$ cat src/inc/dpm_defs.svh
`ifndef DPM_DEFS_SVH
`define DPM_DEFS_SVH

// register byte offsets
`define DPM_REG_CTRL 8'h00
`define DPM_REG_TIMER 8'h04
`define DPM_REG_WAKE 8'h08
`define DPM_REG_SUSP 8'h0C
`define DPM_REG_DEBOUNCE 8'h10
`define DPM_REG_STATUS 8'h14

// control register fields
`define DPM_CTRL_SOFT_STANDBY 4
`define DPM_CTRL_SOFT_SUSPEND 3

// timer register fields
`define DPM_TMR_MIN_MSB 3
`define DPM_TMR_MIN_LSB 0
`define DPM_TMR_ENABLE 4

// wake and clock register fields
`define DPM_WAKE_ACTIVITY 6
`define DPM_WAKE_HOST 5
`define DPM_WAKE_SLOW_SEL 4
`define DPM_WAKE_CLK_STOP 2
`define DPM_WAKE_SELF_REFRESH 0

// suspend register fields
`define DPM_SUSP_KEYBOARD 5
`define DPM_SUSP_POLARITY 3
`define DPM_SUSP_REF_OSC_DIS 2

// debounce register field
`define DPM_DEB_MSB 7
`define DPM_DEB_LSB 4

// reset values
`define DPM_RST_CTRL 8'h00
`define DPM_RST_TIMER 8'h00
`define DPM_RST_WAKE 8'h10
`define DPM_RST_SUSP 8'h08
`define DPM_RST_DEBOUNCE 8'h00

// timing
`define DPM_CLK_KHZ 125000
`define DPM_TICK_MS 1
`define DPM_MINUTE_MS 60000
`define DPM_PD_BIAS_MS 96
`define DPM_SEQ_STEP_MS 32
`define DPM_REF_DIV 432

`endif

$ cat src/inc/dpm_pkg.sv
package dpm_pkg;

    typedef enum logic [2:0] {
        DPM_ON,
        DPM_PD_BIAS,
        DPM_PD_CTRL,
        DPM_OFF,
        DPM_PU_CLK,
        DPM_PU_LOGIC,
        DPM_PU_CTRL
    } dpm_state_type;

    typedef struct packed {
        logic panel_logic_power;
        logic panel_ctrl_enable;
        logic panel_bias_power;
        logic backlight_enable;
    } dpm_panel_type;

    typedef struct packed {
        logic video_dot_clock_stop;
        logic mclk_div6;
        logic mclk_stop;
        logic crtc_clk_gate;
        logic ref_osc_stop;
    } dpm_clk_type;

endpackage

$ cat src/rtl/dpm_countdown.sv
`timescale 1ns/100ps
`default_nettype none

// loadable down counter; stops at zero
module dpm_countdown #(
    parameter int W = 8
) (
    input wire logic clk,
    input wire logic rstn,
    input wire logic load,
    input wire logic [W-1:0] load_val,
    input wire logic step,
    input wire logic hold,
    output logic [W-1:0] count_q,
    output logic zero
);

    assign zero = (count_q == '0);

    always_ff @(posedge clk) begin
        if (!rstn) begin
            count_q <= '0;
        end else if (load) begin
            count_q <= load_val;
        end else if (step && !hold && !zero) begin
            count_q <= count_q - W'(1);
        end
    end

endmodule // dpm_countdown

`default_nettype wire

$ cat src/rtl/dpm_power_manager.sv
`timescale 1ns/100ps
`default_nettype none
`include "dpm_defs.svh"

// Operation
// - inactivity timer 1..16 minutes starts standby
// - soft standby bit set starts standby
// - standby pin high starts standby
// - standby holds until all requests gone
// - activity input reloads timer when enabled
// - host access reloads timer when enabled
// - keyboard reloads timer, not in PI mode
// - clearing soft standby bit withdraws request
// - standby pin low withdraws hardware request
// - running panel sequence finishes before new request
// - standby stops video clock, mclk div six
// - leaving standby powers panel back up
// - ac power hold freezes inactivity timers
// - suspend pin polarity select and debounce
// - hardware suspend with clock-stop bit refuses host access
// - hardware suspend with clock-stop bit deactivates all other pins
// - slow clock: reference/432 or external
// - reference oscillator stop with external slow clock
// - hardware suspend refresh at slow rate unless self-refresh
// - hardware suspend stops clocks only with clock-stop bit
// - clock-stop zero: cover closed, clocks run
// - soft suspend keeps access, ignores pin
// - suspend ends on pin inactive or bit clear
// - power-down: bias off, 96ms, ctrl, 32ms, logic
// - power-up: clock, 32ms steps logic, ctrl, bias
module dpm_power_manager
    import dpm_pkg::*;
#(
    parameter int MS_CYCLES = `DPM_TICK_MS * `DPM_CLK_KHZ,
    parameter int MINUTE_MS = `DPM_MINUTE_MS,
    parameter int PD_BIAS_MS = `DPM_PD_BIAS_MS,
    parameter int SEQ_STEP_MS = `DPM_SEQ_STEP_MS,
    parameter int REF_DIV = `DPM_REF_DIV
) (
    input wire logic clk,
    input wire logic rstn,
    input wire logic wb_cyc_i,
    input wire logic wb_stb_i,
    input wire logic wb_we_i,
    input wire logic [7:0] wb_adr_i,
    input wire logic [31:0] wb_dat_i,
    input wire logic [3:0] wb_sel_i,
    output logic [31:0] wb_dat_o,
    output logic wb_ack_o,
    output logic wb_err_o,
    input wire logic standby_req_pin,
    input wire logic suspend_req_pin,
    input wire logic activity_input,
    input wire logic host_access,
    input wire logic keyboard_access,
    input wire logic pi_bus_mode,
    input wire logic ac_power_hold,
    input wire logic ref_clk_en,
    input wire logic ext_slow_clk,
    output dpm_panel_type panel_q,
    output dpm_clk_type clk_ctl_q,
    output logic host_access_en_q,
    output logic io_pins_off_q,
    output logic slow_refresh_q,
    output logic refresh_tick_q
);

    localparam int MS_W = $clog2(MS_CYCLES + 1);
    localparam int MIN_W = $clog2(MINUTE_MS + 1);
    localparam int REF_W = $clog2(REF_DIV + 1);

    logic [7:0] ctrl_q;
    logic [7:0] tmr_q;
    logic [7:0] wake_q;
    logic [7:0] susp_q;
    logic [7:0] deb_q;
    logic ack_q;
    logic err_q;
    logic [31:0] rdat_q;
    dpm_state_type state_q;
    dpm_state_type state_d;
    logic expired_q;
    logic hw_susp_q;
    logic ext_slow_q;

    // bus decode; busy until the answer has left, so a strobe held to the ack edge is not taken twice
    wire acc = wb_cyc_i && wb_stb_i && !ack_q && !err_q && !wb_ack_o && !wb_err_o;
    wire [7:0] word_adr = {wb_adr_i[7:2], 2'b00};
    wire hit_ctrl = (word_adr == `DPM_REG_CTRL);
    wire hit_tmr = (word_adr == `DPM_REG_TIMER);
    wire hit_wake = (word_adr == `DPM_REG_WAKE);
    wire hit_susp = (word_adr == `DPM_REG_SUSP);
    wire hit_deb = (word_adr == `DPM_REG_DEBOUNCE);
    wire hit_stat = (word_adr == `DPM_REG_STATUS);
    wire refuse = !host_access_en_q;
    wire wr = acc && wb_we_i && wb_sel_i[0] && !refuse;

    // configuration fields
    wire soft_standby_bit = ctrl_q[`DPM_CTRL_SOFT_STANDBY];
    wire soft_suspend_bit = ctrl_q[`DPM_CTRL_SOFT_SUSPEND];
    wire [3:0] standby_minutes = tmr_q[`DPM_TMR_MIN_MSB:`DPM_TMR_MIN_LSB];
    wire standby_timer_enable = tmr_q[`DPM_TMR_ENABLE];
    wire activity_pin_wake_enable = wake_q[`DPM_WAKE_ACTIVITY];
    wire host_access_wake_enable = wake_q[`DPM_WAKE_HOST];
    wire internal_slow_clock_select = wake_q[`DPM_WAKE_SLOW_SEL];
    wire suspend_clock_stop = wake_q[`DPM_WAKE_CLK_STOP];
    wire self_refresh_mem = wake_q[`DPM_WAKE_SELF_REFRESH];
    wire keyboard_wake_enable = susp_q[`DPM_SUSP_KEYBOARD];
    wire suspend_polarity = susp_q[`DPM_SUSP_POLARITY];
    wire reference_osc_disable = susp_q[`DPM_SUSP_REF_OSC_DIS];
    wire [3:0] suspend_debounce = deb_q[`DPM_DEB_MSB:`DPM_DEB_LSB];

    // time base
    logic [MS_W-1:0] ms_cnt;
    logic ms_zero;
    logic [MIN_W-1:0] min_cnt;
    logic min_zero;
    wire ms_tick = ms_zero;
    wire minute_tick = min_zero && ms_tick;

    dpm_countdown #(.W(MS_W)) u_ms_pre (
        .clk(clk),
        .rstn(rstn),
        .load(ms_zero),
        .load_val(MS_W'(MS_CYCLES - 1)),
        .step(1'b1),
        .hold(1'b0),
        .count_q(ms_cnt),
        .zero(ms_zero)
    );

    dpm_countdown #(.W(MIN_W)) u_min_pre (
        .clk(clk),
        .rstn(rstn),
        .load(min_zero && ms_tick),
        .load_val(MIN_W'(MINUTE_MS - 1)),
        .step(ms_tick),
        .hold(1'b0),
        .count_q(min_cnt),
        .zero(min_zero)
    );

    // inactivity timer; counts field + 1 minutes, so 15 gives 16 minutes
    wire reload_act = activity_pin_wake_enable && activity_input;
    wire reload_host = host_access_wake_enable && (host_access || acc);
    wire reload_kb = keyboard_wake_enable && keyboard_access && !pi_bus_mode;
    wire tmr_reload = reload_act || reload_host || reload_kb || (wr && hit_tmr);
    logic [4:0] sby_cnt;
    logic sby_zero;

    dpm_countdown #(.W(5)) u_standby_tmr (
        .clk(clk),
        .rstn(rstn),
        .load(tmr_reload),
        .load_val({1'b0, standby_minutes} + 5'h01),
        .step(minute_tick),
        .hold(ac_power_hold),
        .count_q(sby_cnt),
        .zero(sby_zero)
    );

    // suspend pin: polarity then debounce in 1 ms steps
    wire susp_active = (suspend_req_pin == suspend_polarity);
    logic [3:0] deb_cnt;
    logic deb_zero;

    dpm_countdown #(.W(4)) u_debounce (
        .clk(clk),
        .rstn(rstn),
        .load(!susp_active),
        .load_val(suspend_debounce),
        .step(ms_tick),
        .hold(1'b0),
        .count_q(deb_cnt),
        .zero(deb_zero)
    );

    // request combination
    wire sby_req = expired_q || soft_standby_bit || standby_req_pin;
    wire hw_susp = hw_susp_q && !soft_suspend_bit;
    wire susp_req = hw_susp || soft_suspend_bit;
    wire down_req = sby_req || susp_req;
    wire hw_stop = hw_susp && suspend_clock_stop;
    wire cover_only = hw_susp && !suspend_clock_stop && !sby_req;
    wire is_off = (state_q == DPM_OFF);

    // panel sequence; requests are looked at only in the settled states
    logic [6:0] seq_cnt;
    logic seq_zero;
    logic [6:0] seq_wait;

    always_comb begin
        state_d = state_q;
        case (state_q)
            DPM_ON: begin
                if (down_req) begin
                    state_d = DPM_PD_BIAS;
                end
            end
            DPM_PD_BIAS: begin
                if (seq_zero) begin
                    state_d = DPM_PD_CTRL;
                end
            end
            DPM_PD_CTRL: begin
                if (seq_zero) begin
                    state_d = DPM_OFF;
                end
            end
            DPM_OFF: begin
                if (!down_req) begin
                    state_d = DPM_PU_CLK;
                end
            end
            DPM_PU_CLK: begin
                if (seq_zero) begin
                    state_d = DPM_PU_LOGIC;
                end
            end
            DPM_PU_LOGIC: begin
                if (seq_zero) begin
                    state_d = DPM_PU_CTRL;
                end
            end
            DPM_PU_CTRL: begin
                if (seq_zero) begin
                    state_d = DPM_ON;
                end
            end
            default: begin
                state_d = DPM_ON;
            end
        endcase
    end

    assign seq_wait = (state_d == DPM_PD_BIAS) ? 7'(PD_BIAS_MS) : 7'(SEQ_STEP_MS);

    dpm_countdown #(.W(7)) u_seq_wait (
        .clk(clk),
        .rstn(rstn),
        .load(state_d != state_q),
        .load_val(seq_wait),
        .step(ms_tick),
        .hold(1'b0),
        .count_q(seq_cnt),
        .zero(seq_zero)
    );

    // slow refresh clock
    logic [REF_W-1:0] ref_cnt;
    logic ref_zero;
    wire ref_tick = ref_zero && ref_clk_en;
    wire ext_edge = ext_slow_clk && !ext_slow_q;
    wire slow_tick = internal_slow_clock_select ? ref_tick : ext_edge;
    wire slow_mode = is_off && hw_susp && !self_refresh_mem;

    dpm_countdown #(.W(REF_W)) u_ref_div (
        .clk(clk),
        .rstn(rstn),
        .load(ref_tick),
        .load_val(REF_W'(REF_DIV - 1)),
        .step(ref_clk_en),
        .hold(1'b0),
        .count_q(ref_cnt),
        .zero(ref_zero)
    );

    // read mux
    wire [7:0] status = {2'b00, expired_q, hw_susp, sby_req,
        (state_q != DPM_ON) && !is_off, is_off, state_q == DPM_ON};
    wire [7:0] rd_byte = hit_ctrl ? ctrl_q :
        hit_tmr ? tmr_q :
        hit_wake ? wake_q :
        hit_susp ? susp_q :
        hit_deb ? deb_q :
        hit_stat ? status : 8'h00;

    // bus answer: ack two cycles after request, err while refused
    always_ff @(posedge clk) begin
        if (!rstn) begin
            ack_q <= 1'b0;
            err_q <= 1'b0;
            rdat_q <= 32'h00000000;
        end else begin
            ack_q <= acc && !refuse;
            err_q <= acc && refuse;
            rdat_q <= (acc && !refuse && !wb_we_i) ? {24'h000000, rd_byte} : 32'h00000000;
        end
    end

    // registers; content is kept through suspend
    always_ff @(posedge clk) begin
        if (!rstn) begin
            ctrl_q <= `DPM_RST_CTRL;
            tmr_q <= `DPM_RST_TIMER;
            wake_q <= `DPM_RST_WAKE;
            susp_q <= `DPM_RST_SUSP;
            deb_q <= `DPM_RST_DEBOUNCE;
        end else if (wr) begin
            if (hit_ctrl) begin
                ctrl_q <= wb_dat_i[7:0];
            end
            if (hit_tmr) begin
                tmr_q <= wb_dat_i[7:0];
            end
            if (hit_wake) begin
                wake_q <= wb_dat_i[7:0];
            end
            if (hit_susp) begin
                susp_q <= wb_dat_i[7:0];
            end
            if (hit_deb) begin
                deb_q <= wb_dat_i[7:0];
            end
        end
    end

    // request flags
    always_ff @(posedge clk) begin
        if (!rstn) begin
            expired_q <= 1'b0;
            hw_susp_q <= 1'b0;
            ext_slow_q <= 1'b0;
        end else begin
            expired_q <= standby_timer_enable && sby_zero && !tmr_reload;
            hw_susp_q <= susp_active && deb_zero;
            ext_slow_q <= ext_slow_clk;
        end
    end

    // state and outputs; every output leaves a flop
    always_ff @(posedge clk) begin
        if (!rstn) begin
            state_q <= DPM_ON;
            wb_ack_o <= 1'b0;
            wb_err_o <= 1'b0;
            wb_dat_o <= 32'h00000000;
            panel_q <= '1;
            clk_ctl_q <= '0;
            host_access_en_q <= 1'b1;
            io_pins_off_q <= 1'b0;
            slow_refresh_q <= 1'b0;
            refresh_tick_q <= 1'b0;
        end else begin
            state_q <= state_d;
            wb_ack_o <= ack_q;
            wb_err_o <= err_q;
            wb_dat_o <= rdat_q;
            panel_q.backlight_enable <= (state_q == DPM_ON);
            panel_q.panel_bias_power <= (state_q == DPM_ON);
            panel_q.panel_ctrl_enable <= (state_q == DPM_ON) || (state_q == DPM_PD_BIAS)
                || (state_q == DPM_PU_CTRL);
            panel_q.panel_logic_power <= !is_off && (state_q != DPM_PU_CLK);
            // cover-closed keeps the dot clock running at the cost of power
            clk_ctl_q.video_dot_clock_stop <= is_off && !cover_only;
            clk_ctl_q.mclk_div6 <= is_off && sby_req && !hw_stop;
            clk_ctl_q.mclk_stop <= is_off && hw_stop;
            clk_ctl_q.crtc_clk_gate <= is_off && sby_req;
            clk_ctl_q.ref_osc_stop <= reference_osc_disable && !internal_slow_clock_select;
            host_access_en_q <= !(is_off && hw_stop);
            io_pins_off_q <= is_off && hw_stop;
            slow_refresh_q <= slow_mode;
            refresh_tick_q <= slow_mode && slow_tick;
        end
    end

endmodule // dpm_power_manager

`default_nettype wire

$ cat config.mk
export PLATFORM = sky130hd
export DESIGN_NAME = dpm_power_manager
export DESIGN_NICKNAME = d
export VERILOG_FILES = /design/src/inc/dpm_pkg.sv /design/src/rtl/dpm_countdown.sv /design/src/rtl/dpm_power_manager.sv
export VERILOG_INCLUDE_DIRS = /design/src /design/src/inc
export SDC_FILE = /design/constraint.sdc
export NUM_CORES = 1
export LEC_CHECK = 0
export BUFFER_PORTS_ARGS = -buffer_cell sky130_fd_sc_hd__buf_2
export CORE_MARGIN = 2
export CORE_UTILIZATION = 43
export DETAILED_ROUTE_END_ITERATION = 10
export PLACE_DENSITY_LB_ADDON = 0.08
export SETUP_SLACK_MARGIN = 0.05
export SYNTH_ARGS = -nofsm -noshare
export SYNTH_HDL_FRONTEND = slang
export SYNTH_SLANG_ARGS = --single-unit
$ cat constraint.sdc
create_clock -name clk -period 2.38 [get_ports clk]
set_input_delay 0.476 -clock clk [delete_from_list [all_inputs] [get_ports clk]]
set_output_delay 0.476 -clock clk [all_outputs]
set_load 0.01 [all_outputs]
==> summary.md <==
| Metric | Value |
|---|---|
| Crit end category | flop |
| Final instance area | 0.007337 mm^2 |
| Vias | 5081 |
| Post-synth top area share | 0.4365 |
| Boundary pin count | 105 |
| # rows | 43 |
| Crit path max fanout | 5 |
| Final-report hold violation count | 0 |
| Initial Utilization | 0.4427 |
| Synth unique cells | 60 |
| Global-route wire length before repair | 23620 um |
| Antenna Diode Count | 0 |
| Leak Pwr | 2.954 nW |
| Antenna Violating Nets Remaining | 0 |
| Worst path slowest cell | or4b_4 |
| Die area | 0.01538 mm^2 |
| Die H | 124 um |
| CP cell instances | inv_1 -> ha_1 -> or4b_4 -> or4_4 -> or4b_1 -> a21oi_1 |
| Status | finished clean |
| Seq/Total Area, Yosys | 0.4365 |
| Post-Syn Area | 0.006192 mm^2 |
| Inserted Clock Buffers | 17 |
| Max Slew Vio Count | 0 |
| Worst Clk Skew | 0.005293 ns |
| Total wire length | 14510 um |
| GRT overflow | 0 |
| Biggest register | u_ms_pre.count_q |
| TritonCTS clock tree | built |
| IO Port Bufs | 51 |
| H-tree depth | 4 |
| Max reg flops | 17 |
| CTS Hold Bufs | 0 |
| RSZ-0062 raised after global routing | false |
| Mean Syn Cell Area | 8.948 um^2 |
| EDFF count, synth | 0 |
| Part of the cycle the worst path needs | 0.9384 |
| Synthesized netlist cell count | 692 |
| Synth Register Bits | 135 |
| Largest net degree at the start of global routing | 62 |
| PwrDens | 1116 mW/mm^2 |
| Max clock buf depth | 2 |
| RePlAce Congestion | 0.8816 |
| Filler cells | 1332 |
| Largest area contributor in the netlist | dfxtp_1 |
| Worst Path Required | 2.72 ns |
| CP Class | reg -> reg |
| Top cells by area, synth | dfxtp_1 44%, mux2i_1 7.0%, nor2_1 6.2% |
| Largest registers | u_ms_pre.count_q: 17 flops, u_min_pre.count_q: 16 flops, u_ref_div.count_q: 9 flops |
| CTS Root Cell | clkbuf_16 |
| Synth warn | 0 |
| Post-DP HPWL | 10330 um |
| Post-synth top flop | dfxtp_1 |
| Peak supply drop | 0.0007535 V |
| Layout cells sized above 1 | 0.1828 |
| Clock slew at reported path FFs | 0.06 ns |
| Startpoint Class | flop |
| Number of global-route vias before repair | 4741 |
| Worst-Skew Late Latency | 0.41 ns |
| Tightest Pin Transition | 0.8003 ns |
| # clock sinks | 135 |
| Gr usage total | 0.1986 |
| WL per Instance | 15.16 um |
| Area post-placement | 0.006743 mm^2 |
| First DRT Iteration DRCs | 251 |
| Final TNS setup | 0 ns |
| Antenna violations before repair | 0 |
| Setup ws final | 0.1465 ns |
| Worst path max stage delay | 0.52 ns |
| Place WS | 0.07468 ns |
| Worst Hold Class | in -> reg |
| Critical path arrival | 2.58 ns |
| Register area | 0.002703 mm^2 |
| Final #Nets | 831 |
| Vias per inst | 5.309 |
| Slew HR | 0.4590 |
| Fmax | 447.7 MHz |
| Die X | 124 um |
| Core Region | 0.01399 mm^2 |
| DRT Pass-1 Iters | 4 |
| Final setup vio count | 0 |
| Number of post-CTS setup repair buffers | 0 |
| P&R area growth vs syn | 18.49% |
| Multi-input gate area | 0.003207 mm^2 |
| Maxcap violations | 0 |
| Ys async rst share | 0 |
| Period minus WS final | 2.234 ns |
| Drc violations | 0 |
through the flow:
step	total power [mW]	util	cells	hold slack, ns
after floorplan	4.814	-	715	0.4119
after global routing	8.696	0.5245	957	0.2705
final	8.187	0.5245	957	0.2803
after detailed placement	5.558	0.4820	925	0.4169
after global placement	5.490	0.4820	925	0.4158
after CTS	8.127	0.5230	957	0.2640
routing by layer:
| layer | vias up | GRT usage | wire [um] |
|---|---|---|---|
| met3 | 16 | 0.04625 | 651 |
| met5 | - | 0 | 0 |
| met1 | 2418 | 0.2610 | 6967 |
| li1 | 2536 | - | - |
| met2 | 111 | 0.3214 | 6696 |
| met4 | 0 | 0.06671 | 195 |
repair_timing:
item                                    CTS  global route
endpoints found under the setup margin    0             5
endpoints found under the hold margin     0             0
resized for setup                         0             3
Yosys cell counts, types with 8 or more instances:
cell type	count
a211oi_1	10
a21oi_1	44
and2_1	16
buf_4	26
clkbuf_1	28
dfxtp_1	135
ha_1	9
inv_1	18
mux2i_1	43
nand2_1	32
nand3_1	9
nor2_1	103
nor3_1	25
nor3b_1	9
o21a_1	8
o21ai_0	17
or4_1	9
xnor2_1	16
xor2_1	19
final timing paths:
path	start	to	slack [ns]	cells past startpoint
min reg2reg	rdat_q[2]	wb_dat_o[2]	0.43	1
max reg2reg	u_min_pre.count_q[1]	u_min_pre.count_q[12]	0.15	6
min	ext_slow_clk	ext_slow_q	0.28	2
max	u_min_pre.count_q[1]	u_min_pre.count_q[12]	0.15	6
cell usage in the layout, fill, tap and decap left out, drive strengths merged, types with 8 or more instances in the layout:
cell    Yosys  routed
inv        18      19
and2       16      16
conb        1      24
nor2      103     103
clkbuf     28      18
nand3       9       9
o21ai      17      17
ha          9       9
buf        30      88
dfxtp     135     135
clkinv      1       8
xnor2      16      16
mux2i      43      43
nor3b       9       9
nor4       12      12
o21a        8       8
or4        12      12
xor2       19      19
a21oi      44      44
nand2      32      32
a211oi     10      10
nor3       25      25
cell type report:
class                      instances  share of cell area
timing repair buffer              88             0.07606
multi-input combinational        503              0.4371
clock buffer                      18             0.05986
sequential                       135              0.3683
clock inverter                    14             0.01825
tap                              180             0.03070
inverter                          19            0.009720
critical path: cells and delay by family (launching register included):
family          cells  cell delay, ns
simple gates        3            1.44
buf+inv             1            0.10
flops               1            0.31
fa+ha+maj           1            0.18
compound gates      1            0.14
kinds of logic (layout without fill, tap and decap cells):
| logic type | after synthesis | after routing | share of synthesized area |
|---|---|---|---|
| compound gates | 117 | 117 | 0.1216 |
| xor+xnor | 35 | 35 | 0.04950 |
| fa+ha+maj | 9 | 9 | 0.01819 |
| buf+inv | 77 | 139 | 0.06304 |
| flops | 135 | 135 | 0.4365 |
| mux | 45 | 45 | 0.07315 |
| other cells | 1 | 24 | 0.0006056 |
| simple gates | 273 | 273 | 0.2374 |
power by group:
| part | switching, mW | total (mW) | internal, mW |
|---|---|---|---|
| registers | 0.310 | 2.86 | 2.55 |
| clock network | 0.987 | 2.54 | 1.55 |
| logic | 1.51 | 2.79 | 1.28 |
Power figures use the tool's default switching activity.
